[config.mk]
export PLATFORM = sky130hd
export DESIGN_NAME = fbcwd_decoder
export DESIGN_NICKNAME = d
export VERILOG_FILES = /design/src/fbcwd_pkg.sv /design/src/fbcwd_decoder.sv
export SDC_FILE = /design/constraint.sdc
export NUM_CORES = 1
export LEC_CHECK = 0
export ABC_AREA = 1
export BUFFER_PORTS_ARGS = -buffer_cell sky130_fd_sc_hd__buf_2
export CORE_AREA = 2 2 89 125
export DETAILED_ROUTE_END_ITERATION = 10
export DIE_AREA = 0 0 91 127
export GPL_ROUTABILITY_DRIVEN = 0
export HOLD_SLACK_MARGIN = 0.15
export PLACE_DENSITY_LB_ADDON = 0.08
export SLEW_MARGIN = 10
export SYNTH_ARGS = -nofsm -noshare
export SYNTH_HDL_FRONTEND = slang
export SYNTH_SLANG_ARGS = --single-unit
[constraint.sdc]
create_clock -name clk -period 4.8 [get_ports clk]
set_input_delay 0 -clock clk [delete_from_list [all_inputs] [get_ports clk]]
set_output_delay 0 -clock clk [all_outputs]
set_load 0.1 [all_outputs]
[src/fbcwd_pkg.sv]
// package: control word layout, constants and types of the fieldbus control word decoder
package fbcwd_pkg;

   // ----------------------------------------------------------------
   // control word layout
   // ----------------------------------------------------------------
   // field order is msb first, so bit 15 is the reserved bit
   typedef struct packed {
      logic reserved;       // b15, ignored
      logic vin_c;          // b14, bus_virtual_input_c
      logic vin_b;          // b13, bus_virtual_input_b
      logic vin_a;          // b12, bus_virtual_input_a
      logic watchdog;       // b11, alive toggle
      logic bus_ctrl;       // b10, fieldbus control
      logic ref_sel_high;   // b09, voltage_ref_select_high
      logic ref_sel_low;    // b08, voltage_ref_select_low
      logic fault_reset;    // b07, acts on rising edge
      logic power_full;     // b06, extended: 0 = limited power
      logic droop_first;    // b05, extended: 1 = first droop setting
      logic float_disable;  // b04, extended: 0 = floating reference on
      logic run;            // b03, start on rising edge
      logic restart_ok;     // b02, extended: 0 = forced restart
      logic breaker_en;     // b01, extended: breaker close enable
      logic charge;         // b00, dc charge / open breaker
   } fbcwd_cw_s;

   localparam logic [15:0] FBCWD_CW_RESET = 16'h0000;

   // ----------------------------------------------------------------
   // profile and control place codes
   // ----------------------------------------------------------------
   localparam logic [1:0] FBCWD_PROFILE_GEN = 2'h2;
   localparam logic [1:0] FBCWD_PROFILE_EXT = 2'h3;
   localparam logic [1:0] FBCWD_PLACE_BUS = 2'h3;

   // ----------------------------------------------------------------
   // voltage reference values, in hundredths of a percent
   // ----------------------------------------------------------------
   localparam logic [15:0] FBCWD_REF_110 = 16'h2AF8;   // 110.00 %
   localparam logic [15:0] FBCWD_REF_115 = 16'h2CEC;   // 115.00 %
   localparam logic [15:0] FBCWD_REF_120 = 16'h2EE0;   // 120.00 %
   localparam logic [15:0] FBCWD_REF_THRESHOLD = 16'h1388;   // 50.00 %
   localparam logic [15:0] FBCWD_POWER_LIMITED = 16'h01F4;   // 5.00 %

   typedef enum logic [3:0] {
      FBCWD_REFSRC_BUS = 4'b0001,
      FBCWD_REFSRC_110 = 4'b0010,
      FBCWD_REFSRC_115 = 4'b0100,
      FBCWD_REFSRC_120 = 4'b1000
   } fbcwd_refsrc_e;

   // ----------------------------------------------------------------
   // charge sequence states
   // ----------------------------------------------------------------
   typedef enum logic [2:0] {
      FBCWD_CH_IDLE = 3'b001,
      FBCWD_CH_PRECHARGE = 3'b010,
      FBCWD_CH_CLOSED = 3'b100
   } fbcwd_charge_e;

   // ----------------------------------------------------------------
   // timing
   // ----------------------------------------------------------------
   localparam int FBCWD_CLK_MHZ = 100;
   localparam int FBCWD_WD_UNIT_US = 1000;   // watchdog delay counted in 1 ms steps
   localparam int FBCWD_CYCLES_PER_UNIT = FBCWD_WD_UNIT_US * FBCWD_CLK_MHZ;

   // ----------------------------------------------------------------
   // decoded outputs that travel together
   // ----------------------------------------------------------------
   typedef struct packed {
      logic breaker_close_enable;
      logic floating_ref_enable;
      logic droop_first;
      logic power_limited;
   } fbcwd_ext_s;

endpackage : fbcwd_pkg

[src/fbcwd_decoder.sv]
// fieldbus control word decoder for the generator and extended profiles only, no front_end_converter profile code
module fbcwd_decoder
   import fbcwd_pkg::*;
#(
   parameter int CYCLES_PER_UNIT = FBCWD_CYCLES_PER_UNIT  // clock cycles per watchdog delay step
) (
   input wire logic clk,                              // control clock, 100 MHz
   input wire logic reset_n,                          // synchronous reset, active low
   input wire logic [15:0] bus_control_word,          // control word from the master
   input wire logic bus_control_word_wr,              // one-cycle strobe, word valid
   input wire logic [1:0] control_profile_select,     // profile select parameter
   input wire logic [1:0] control_place,              // active control place code
   input wire logic precharge_do_enable,              // precharge function enabled on output
   input wire logic start_cmd,                        // ordinary start command, level
   input wire logic dc_charged,                       // dc link reached charge level
   input wire logic dc_link_zero,                     // dc link discharged to zero
   input wire logic drive_running,                    // drive is modulating
   input wire logic [15:0] bus_reference,             // bus dc reference, 0.01 %
   input wire logic [15:0] local_voltage_reference,   // local parameter reference, 0.01 %
   input wire logic [15:0] power_limit_param,         // parameterised power limit, 0.01 %
   input wire logic [15:0] link_alive_timeout_param,  // watchdog delay in steps, 0 = off
   output logic precharge_close,                      // precharge contactor command
   output logic main_breaker_close,                   // main_breaker close command
   output logic run_request,                          // run request level
   output logic start_pulse,                          // one-cycle start event
   output logic fault_reset_pulse,                    // one-cycle fault reset event
   output logic stop_normal,                          // one-cycle normal stop event
   output logic stop_coast,                           // one-cycle coasting stop event
   output logic bus_control_active,                   // control word is being obeyed
   output fbcwd_refsrc_e voltage_ref_source,          // selected reference source
   output logic [15:0] voltage_reference,             // resolved dc reference, 0.01 %
   output logic [15:0] power_limit,                   // resolved power limit, 0.01 %
   output fbcwd_ext_s ext_ctrl,                       // extended profile decodes
   output logic link_alive_fault,                     // watchdog fault, sticky
   output logic status_watchdog_echo,                 // status word bit 15
   output logic bus_virtual_input_a,                  // virtual input a
   output logic bus_virtual_input_b,                  // virtual input b
   output logic bus_virtual_input_c                   // virtual input c
);

   // ----------------------------------------------------------------
   // control word register and edge history
   // ----------------------------------------------------------------
   fbcwd_cw_s cw_q, cw_d, prev_q, prev_d;
   logic active_q, active_d;
   logic profile_ok, is_ext, bus_place;

   // profile check and word gating
   assign is_ext = (control_profile_select == FBCWD_PROFILE_EXT);
   assign profile_ok = (control_profile_select == FBCWD_PROFILE_GEN) || is_ext;
   assign bus_place = (control_place == FBCWD_PLACE_BUS);

   // word capture; history follows every cycle so edges last one cycle
   always_comb begin
      cw_d = cw_q;
      if (bus_control_word_wr) begin
         cw_d = fbcwd_cw_s'(bus_control_word);
      end
      prev_d = cw_q;
      active_d = profile_ok && cw_q.bus_ctrl;
   end

   always_ff @(posedge clk) begin
      if (!reset_n) begin
         cw_q <= fbcwd_cw_s'(FBCWD_CW_RESET);
         prev_q <= fbcwd_cw_s'(FBCWD_CW_RESET);
         active_q <= 1'b0;
      end else begin
         cw_q <= cw_d;
         prev_q <= prev_d;
         active_q <= active_d;
      end
   end

   // ----------------------------------------------------------------
   // run, start, reset and stop events
   // ----------------------------------------------------------------
   logic run_q, run_d, start_q, start_d, freset_q, freset_d;
   logic stopn_q, stopn_d, stopc_q, stopc_d;
   logic active_now;

   assign active_now = profile_ok && cw_q.bus_ctrl;

   // edges are only honoured while the word is obeyed
   always_comb begin
      run_d = run_q;
      start_d = 1'b0;
      freset_d = 1'b0;
      stopn_d = 1'b0;
      stopc_d = 1'b0;
      if (active_now && cw_q.run && !prev_q.run) begin
         start_d = 1'b1;
         run_d = 1'b1;
      end
      if (active_now && !cw_q.run) begin
         run_d = 1'b0;
      end
      if (active_now && cw_q.fault_reset && !prev_q.fault_reset) begin
         freset_d = 1'b1;
      end
      if (active_q && !active_now) begin
         run_d = 1'b0;
         if (drive_running && is_ext) begin
            stopc_d = 1'b1;
         end else if (drive_running) begin
            stopn_d = 1'b1;
         end
      end
   end

   always_ff @(posedge clk) begin
      if (!reset_n) begin
         run_q <= 1'b0;
         start_q <= 1'b0;
         freset_q <= 1'b0;
         stopn_q <= 1'b0;
         stopc_q <= 1'b0;
      end else begin
         run_q <= run_d;
         start_q <= start_d;
         freset_q <= freset_d;
         stopn_q <= stopn_d;
         stopc_q <= stopc_d;
      end
   end

   // ----------------------------------------------------------------
   // precharge and main breaker sequence
   // ----------------------------------------------------------------
   fbcwd_charge_e ch_q, ch_d;
   logic charge_req, close_ok, restart_ok;

   // request source depends on the control place
   assign charge_req = precharge_do_enable &&
                       (bus_place ? (active_now && cw_q.charge) : start_cmd);
   assign close_ok = !(is_ext && bus_place) || cw_q.breaker_en;
   assign restart_ok = !(is_ext && bus_place) || cw_q.restart_ok || dc_link_zero;

   always_comb begin
      ch_d = ch_q;
      unique case (ch_q)
         FBCWD_CH_IDLE: begin
            if (charge_req && restart_ok) begin
               ch_d = FBCWD_CH_PRECHARGE;
            end
         end
         FBCWD_CH_PRECHARGE: begin
            if (!charge_req) begin
               ch_d = FBCWD_CH_IDLE;
            end else if (dc_charged && close_ok) begin
               ch_d = FBCWD_CH_CLOSED;
            end
         end
         FBCWD_CH_CLOSED: begin
            if (!charge_req) begin
               ch_d = FBCWD_CH_IDLE;
            end
         end
         default: begin
            ch_d = FBCWD_CH_IDLE;
         end
      endcase
   end

   always_ff @(posedge clk) begin
      if (!reset_n) begin
         ch_q <= FBCWD_CH_IDLE;
      end else begin
         ch_q <= ch_d;
      end
   end

   // ----------------------------------------------------------------
   // reference, power limit and extended decodes
   // ----------------------------------------------------------------
   fbcwd_refsrc_e src_q, src_d;
   logic [15:0] vref_q, vref_d, plim_q, plim_d;
   fbcwd_ext_s ext_q, ext_d;
   logic [2:0] vin_q, vin_d;
   logic echo_q, echo_d;

   always_comb begin
      unique case ({cw_q.ref_sel_high, cw_q.ref_sel_low})
         2'b01: src_d = FBCWD_REFSRC_110;
         2'b10: src_d = FBCWD_REFSRC_115;
         2'b11: src_d = FBCWD_REFSRC_120;
         default: src_d = FBCWD_REFSRC_BUS;
      endcase
      if (!active_now) begin
         src_d = FBCWD_REFSRC_BUS;
      end
      unique case (src_d)
         FBCWD_REFSRC_110: vref_d = FBCWD_REF_110;
         FBCWD_REFSRC_115: vref_d = FBCWD_REF_115;
         FBCWD_REFSRC_120: vref_d = FBCWD_REF_120;
         default: begin
            if (active_now && bus_reference > FBCWD_REF_THRESHOLD) begin
               vref_d = bus_reference;
            end else begin
               vref_d = local_voltage_reference;
            end
         end
      endcase
      // generator profile leaves the extended bits at their neutral values
      ext_d.breaker_close_enable = !is_ext || cw_q.breaker_en;
      ext_d.floating_ref_enable = is_ext && !cw_q.float_disable;
      ext_d.droop_first = !is_ext || cw_q.droop_first;
      ext_d.power_limited = is_ext && !cw_q.power_full;
      plim_d = ext_d.power_limited ? FBCWD_POWER_LIMITED : power_limit_param;
      vin_d = active_now ? {cw_q.vin_c, cw_q.vin_b, cw_q.vin_a} : vin_q;
      echo_d = cw_q.watchdog;
   end

   always_ff @(posedge clk) begin
      if (!reset_n) begin
         src_q <= FBCWD_REFSRC_BUS;
         vref_q <= 16'h0000;
         plim_q <= 16'h0000;
         ext_q <= '0;
         vin_q <= 3'h0;
         echo_q <= 1'b0;
      end else begin
         src_q <= src_d;
         vref_q <= vref_d;
         plim_q <= plim_d;
         ext_q <= ext_d;
         vin_q <= vin_d;
         echo_q <= echo_d;
      end
   end

   // ----------------------------------------------------------------
   // link alive watchdog
   // ----------------------------------------------------------------
   logic [31:0] pre_q, pre_d;
   logic [15:0] wd_q, wd_d;
   logic wdf_q, wdf_d;
   logic toggled, wd_on;

   assign toggled = cw_q.watchdog != prev_q.watchdog;
   assign wd_on = (link_alive_timeout_param != 16'h0000) && profile_ok;

   // a toggle restarts the count; the fault set wins over a reset event
   always_comb begin
      pre_d = pre_q;
      wd_d = wd_q;
      wdf_d = wdf_q;
      if (!wd_on || toggled) begin
         pre_d = 32'h0000_0000;
         wd_d = 16'h0000;
      end else if (pre_q == 32'(CYCLES_PER_UNIT - 1)) begin
         pre_d = 32'h0000_0000;
         if (wd_q != 16'hFFFF) begin
            wd_d = wd_q + 16'h0001;
         end
      end else begin
         pre_d = pre_q + 32'h0000_0001;
      end
      if (freset_q) begin
         wdf_d = 1'b0;
      end
      if (wd_on && wd_q >= link_alive_timeout_param) begin
         wdf_d = 1'b1;
      end
   end

   always_ff @(posedge clk) begin
      if (!reset_n) begin
         pre_q <= 32'h0000_0000;
         wd_q <= 16'h0000;
         wdf_q <= 1'b0;
      end else begin
         pre_q <= pre_d;
         wd_q <= wd_d;
         wdf_q <= wdf_d;
      end
   end

   // ----------------------------------------------------------------
   // outputs
   // ----------------------------------------------------------------
   assign {main_breaker_close, precharge_close} = {ch_q == FBCWD_CH_CLOSED, ch_q == FBCWD_CH_PRECHARGE};
   assign run_request = run_q;
   assign {start_pulse, fault_reset_pulse} = {start_q, freset_q};
   assign {stop_normal, stop_coast} = {stopn_q, stopc_q};
   assign bus_control_active = active_q;
   assign voltage_ref_source = src_q;
   assign voltage_reference = vref_q;
   assign power_limit = plim_q;
   assign ext_ctrl = ext_q;
   assign link_alive_fault = wdf_q;
   assign status_watchdog_echo = echo_q;
   assign {bus_virtual_input_c, bus_virtual_input_b, bus_virtual_input_a} = vin_q;
endmodule : fbcwd_decoder

### Word level (Yosys, flattened, before mapping)

Index checks and enable logic that the tools add are counted.
W data, S select, Z words.

* bits in registers: 119
* bits in latches: 0
* bits in writable memories: 0
* ROM bits: 0
* input bits: 92
* output and inout port bits: 53
* word-level logic and storage cells: 122
* memories: 0

* add/sub/neg operators: 2
* multipliers: 0
* div/mod/pow operators: 0
* $lt $le $gt $ge: 2
* equal/unequal tests: 18
* shift-type cells: 0
* muxes and demuxes: 17
* bitwise operators: 2
* reductions and logical operators: 44

Operators with widths (count)
* $pmux W16 S3: 1
* $add A32 B1 Y32 const B: 1
* $eq A32 B17 Y1 const B: 1
* $logic_and A1 B1 Y1: 18
* $add A16 B1 Y16 const B: 1
* $ge A16 B16 Y1: 1
* $gt A16 B13 Y1 const B: 1
* $mux W16: 1
* $ne A16 B16 Y1 const B: 1
* $reduce_bool A16 Y1: 1
* $mux W3: 4
* $pmux W4 S3: 1
* $eq A2 B2 Y1 const B: 5
* $logic_not A1 Y1: 9
* $mux W9: 1
* $pmux W3 S3: 1
* $reduce_or A3 Y1: 3
* $logic_or A1 B1 Y1: 7
* $mux W1: 7
* $eq A4 B2 Y1 const B: 1
* $eq A4 B3 Y1 const B: 1
* $eq A4 B4 Y1 const B: 1
* $mux W4: 1
* $ne A2 B2 Y1 const B: 2
* 11 further kinds: 14

### Logic depth before layout (Yosys ltp)

* depth in word-level cells: 9
* depth in mapped cells: 12
* gate-level depth less buffers: 11

### Least setup slack after synthesis

Ideal clock, no wire load.

* path type: reg2reg
* start: register ch_q[1]
* end: register ch_q[0]
* setup time: 0.113 ns
* arrival time: 3.060 ns
* path slack: 1.626 ns
* stages on the path, launching flop included: 10
* clock period less this slack: 3.174 ns
* path through: dfxtp_1 inv_1 nor3_1 inv_1 nor2_1 nand2_1 nand2_1 nor2_1 nand3_1 nand2_1

* word-level cells in the longest chain between the ends: 3

Ends and longest elaborated chain
* start: declaration: line fbcwd_decoder.sv:130 `fbcwd_charge_e ch_q, ch_d;`
* start signal: assignment: line fbcwd_decoder.sv:169 `ch_q <= ch_d;`
* $eq A3 B2 Y1 *
* named net precharge_close: line fbcwd_decoder.sv:22 `output logic precharge_close,`
* $ne A3 B2 Y1 (no line)
* $reduce_and A3 Y1 (no line)

The timed path passes the listed nets; every way through them passes the cells marked *.
A chain may end at the register's enable or synchronous reset.

### Worst setup path in the final report

* start: register cw_q[10] (netlist name)
* end: register vref_q[6] (netlist: voltage_reference[6])

* word-level cells in the longest chain between the ends: 4

Ends and longest elaborated chain
* start: declaration: line fbcwd_decoder.sv:44 `fbcwd_cw_s cw_q, cw_d, prev_q, prev_d;`
* start signal: assignment: line fbcwd_decoder.sv:65 `cw_q <= fbcwd_cw_s'(FBCWD_CW_RESET);`
* start signal: assignment: line fbcwd_decoder.sv:69 `cw_q <= cw_d;`
* $logic_and A1 B1 Y1 *: line fbcwd_decoder.sv:82 `assign active_now = profile_ok && cw_q.bus_ctrl;`
* $mux W4 or $logic_and A1 B1 Y1 (tied branches): line fbcwd_decoder.sv:189, fbcwd_decoder.sv:197
* $eq A4 B4 Y1, or another cell as far along: line fbcwd_decoder.sv:192 `unique case (src_d)`
* $pmux W16 S3 *: line fbcwd_decoder.sv:192
* end signal: assignment: line fbcwd_decoder.sv:224 `vref_q <= vref_d;`
* end: declaration: line fbcwd_decoder.sv:177 `logic [15:0] vref_q, vref_d, plim_q, plim_d;`

Mark *: on every way between the ends. The rest lies on a longest branch, timed or not.

==> results.md <==
* Unique masters post-synth at 43
* Worst endpoint data arrival time at 3.62 ns
* WP data required at 5.12 ns
* Hold Crit Class: in -> reg
* RSZ-0062 raised after global routing: no
* Setup_tns at 0 ns
* Reg2Reg Depth at 9
* Final WS setup at 1.50 ns
* Htree depth at 4
* CTS tree: built
* Area of the die at 11,600 um^2
* Starting density of the core at 0.568
* Critical path capture point type: flop
* Mean Syn Cell Area at 7.06 um^2
* Max Cap Violations at 0
* Sequential area share after synthesis at 0.405
* Number of synthesized flops with an enable pin at 0
* Die Span Y at 127 um
* Met3 wire len at 1400 um
* Wire length per cell at 15.2 um
* R2r endpoint: voltage_reference[6]
* Worst setup path category: reg -> reg
* End point of the critical path: voltage_reference[6]
* Io pins at 145
* Peak supply drop at 0.000312 V
* CTS Buf Count at 17
* Max Freq at 0.303 GHz
* Vias at 6,407
* Nets@finish at 1,171
* Total power at 2.88 mW
* Wire length on met2 at 9650 um
* Core region area at 10,300 um^2
* Startpoint types: flop
* Row count at 44
* Slew @ Worst Pin at 0.806 ns
* Ys flop type: dfxtp_1
* Vias/cell at 5.29
* Routed metal-1 wire length at 6750 um
* Mapped Cells at 833
* Top routing layer used: met4
* Slew Viols, Final at 0
* Diodes inserted at 0
* Largest net degree at the start of global routing at 41
* Total Wirelength at 18,500 um
* DR iter-0 viols at 372
* Clock transition at path regs at 0.06 ns
* FF+latch count, synth at 119
* FF-to-FF Start: cw_q[10]
* Clock Latency Late Sink at 0.42 ns
* Clock Sinks at 119
* Worst reg-to-reg setup slack at 1.50 ns
* Root buffer cell: clkbuf_16
* Power Density at 354 nW/um^2
* Crit-path max FO at 26
* Mapped cell area at 5880 um^2
* Antenna-violating nets left at 0
* Synthesized Nets at 943
* Layout cells sized above 1 at 0.196
* Tmin final at 3.30 ns
* Placed insts at 1,094
* Grt ovf at 0
* Leak at 3.91 nW
* Area growth from synthesis to layout at 38.6%
* Setup crit start: cw_q[10]
* GRT Total Usage at 0.322
* Filler-free cell count of the finished design at 1,212
* Area taken by multi-input logic gates at 2870 um^2
* Slew HR at 0.462
* DRC violations left at 0
* Post_cts resized at 0
* Post-Place Setup Slack at 2.63 ns
* DRT Pass-1 Iters at 6
* Final hold vios at 0
* Ys async rst share at 0
* DP HPWL at 10,900 um
* Bufs on Longest Clock Path at 2
* Initial antenna violation count at 0
* Setup violators final at 0
* Die Wd at 91 um
* Status: finished, final reports clean
* Area occupied by registers at 2380 um^2
* PortBufs at 143
* First-pass GRT wire length at 30,000 um
* Final Cycle Share at 0.688
* Warnings from Yosys at 0
* Vias in the first global route at 6,597
* Fill cell count at 718
* Final worst clock skew at 0.00972 ns
[logic make-up after synthesis]
family | Yosys count | share of synthesized area
buf+inv | 158 | 0.107
fa+ha+maj | 18 | 0.0383
simple gates | 406 | 0.309
xor+xnor | 31 | 0.0462
flops | 119 | 0.405
compound gates | 101 | 0.0951
[cell usage after synthesis (2+ instances only)]
cell type,number,area [um^2]
nand4_1,22,138
nand2_1,178,668
buf_2,4,20.0
nor2_1,107,402
ha_1,18,225
nor3_1,29,145
xor2_1,24,210
or2_2,2,12.5
buf_4,3,22.5
o21ai_0,42,210
and2_1,2,12.5
a21oi_2,10,87.6
nand2_2,10,62.6
xnor2_1,7,61.3
dfxtp_1,119,2380
a21oi_1,43,215
inv_1,134,503
nand3b_1,3,22.5
nand3_2,2,20.0
nor4_1,7,43.8
and3_1,2,12.5
inv_2,2,7.51
nand3_1,34,170
clkbuf_1,10,37.5
[critical path, cell delays in order (launching register included)]
cell and delay [ns]:
dfxtp_1 0.32, nand2_1 0.24, inv_1 0.46, nand3_2 0.53
nand2_1 0.26, nand3_1 0.08, dlygate4sd3_1 0.58, nand2_1 0.09
dlygate4sd3_1 0.59, inv_1 0.05
[layout make-up]
class                      instances  area share
clock buffer                      19      0.0556
clock inverter                    13      0.0207
inverter                         138      0.0643
multi-input combinational        556       0.352
sequential                       119       0.292
tap                              138      0.0212
timing repair buffer             229       0.193
[routing by layer]
layer  up-vias  track usage
met4         0        0.153
met1      2931        0.332
met2       312        0.597
met3        73       0.0884
li1       3091            -
met5         -            0
[placed cells by master, fill, tap and decap left out, types with 2 or more instances in the layout]
cell type / count
inv_6: 4
nand2_2: 10
a21oi_2: 10
and2_1: 2
clkbuf_8: 2
xor2_1: 24
clkinv_2: 2
nor2_1: 107
clkbuf_16: 17
or2_2: 2
nor4_1: 7
nand4_1: 22
bufinv_16: 3
nand3_1: 34
inv_2: 2
ha_1: 18
o21ai_0: 42
xnor2_1: 7
inv_1: 134
buf_2: 143
and3_1: 2
dlygate4sd3_1: 86
nand3_2: 2
nand3b_1: 3
clkinvlp_4: 4
dfxtp_1: 119
nand2_1: 178
nor3_1: 29
clkinv_4: 2
a21oi_1: 43
[where the power goes]
group,internal [mW],leakage [nW],switching (mW),total (mW)
sequential,1.03,0.974,0.0208,1.05
combinational,0.140,2.65,0.349,0.489
clock,0.849,0.293,0.490,1.34
[state kept, by name (all words and copies together), names as in the netlist, 2 cells and up]
signal	flops
wd_q	16
ext_ctrl	4
power_limit	16
ch_q	3
voltage_ref_source	4
vin_q	3
pre_q	32
voltage_reference	16
prev_q	2
cw_q	14
[worst min-delay path by stage]
stage                         startpoint        endpoint  slack (ns)  cells after the start
floorplan           power_limit_param[2]  power_limit[2]        0.11                      2
global placement    power_limit_param[7]  power_limit[7]        0.19                      3
detailed placement  power_limit_param[5]  power_limit[5]        0.21                      3
CTS                  precharge_do_enable         ch_q[0]        0.16                      7
global route         precharge_do_enable         ch_q[0]        0.22                      7
finish                      dc_link_zero         ch_q[0]        0.17                      6
[what timing repair did]
item | in CTS | in global routing
setup buffers | 0 | 0
hold endpoints to repair | 65 | 0
hold buffers | 86 | 0
[through the flow]
stage / cell area, um^2 / hold WS (ns) / utilization
after floorplan: 5880 / 0.109 / -
after global placement: 6670 / 0.194 / 0.644
after detailed placement: 6670 / 0.211 / 0.644
after global routing: 8150 / 0.220 / 0.787
after CTS: 8150 / 0.160 / 0.787
final: 8150 / 0.169 / 0.787
Power figures use the tool's default switching activity.
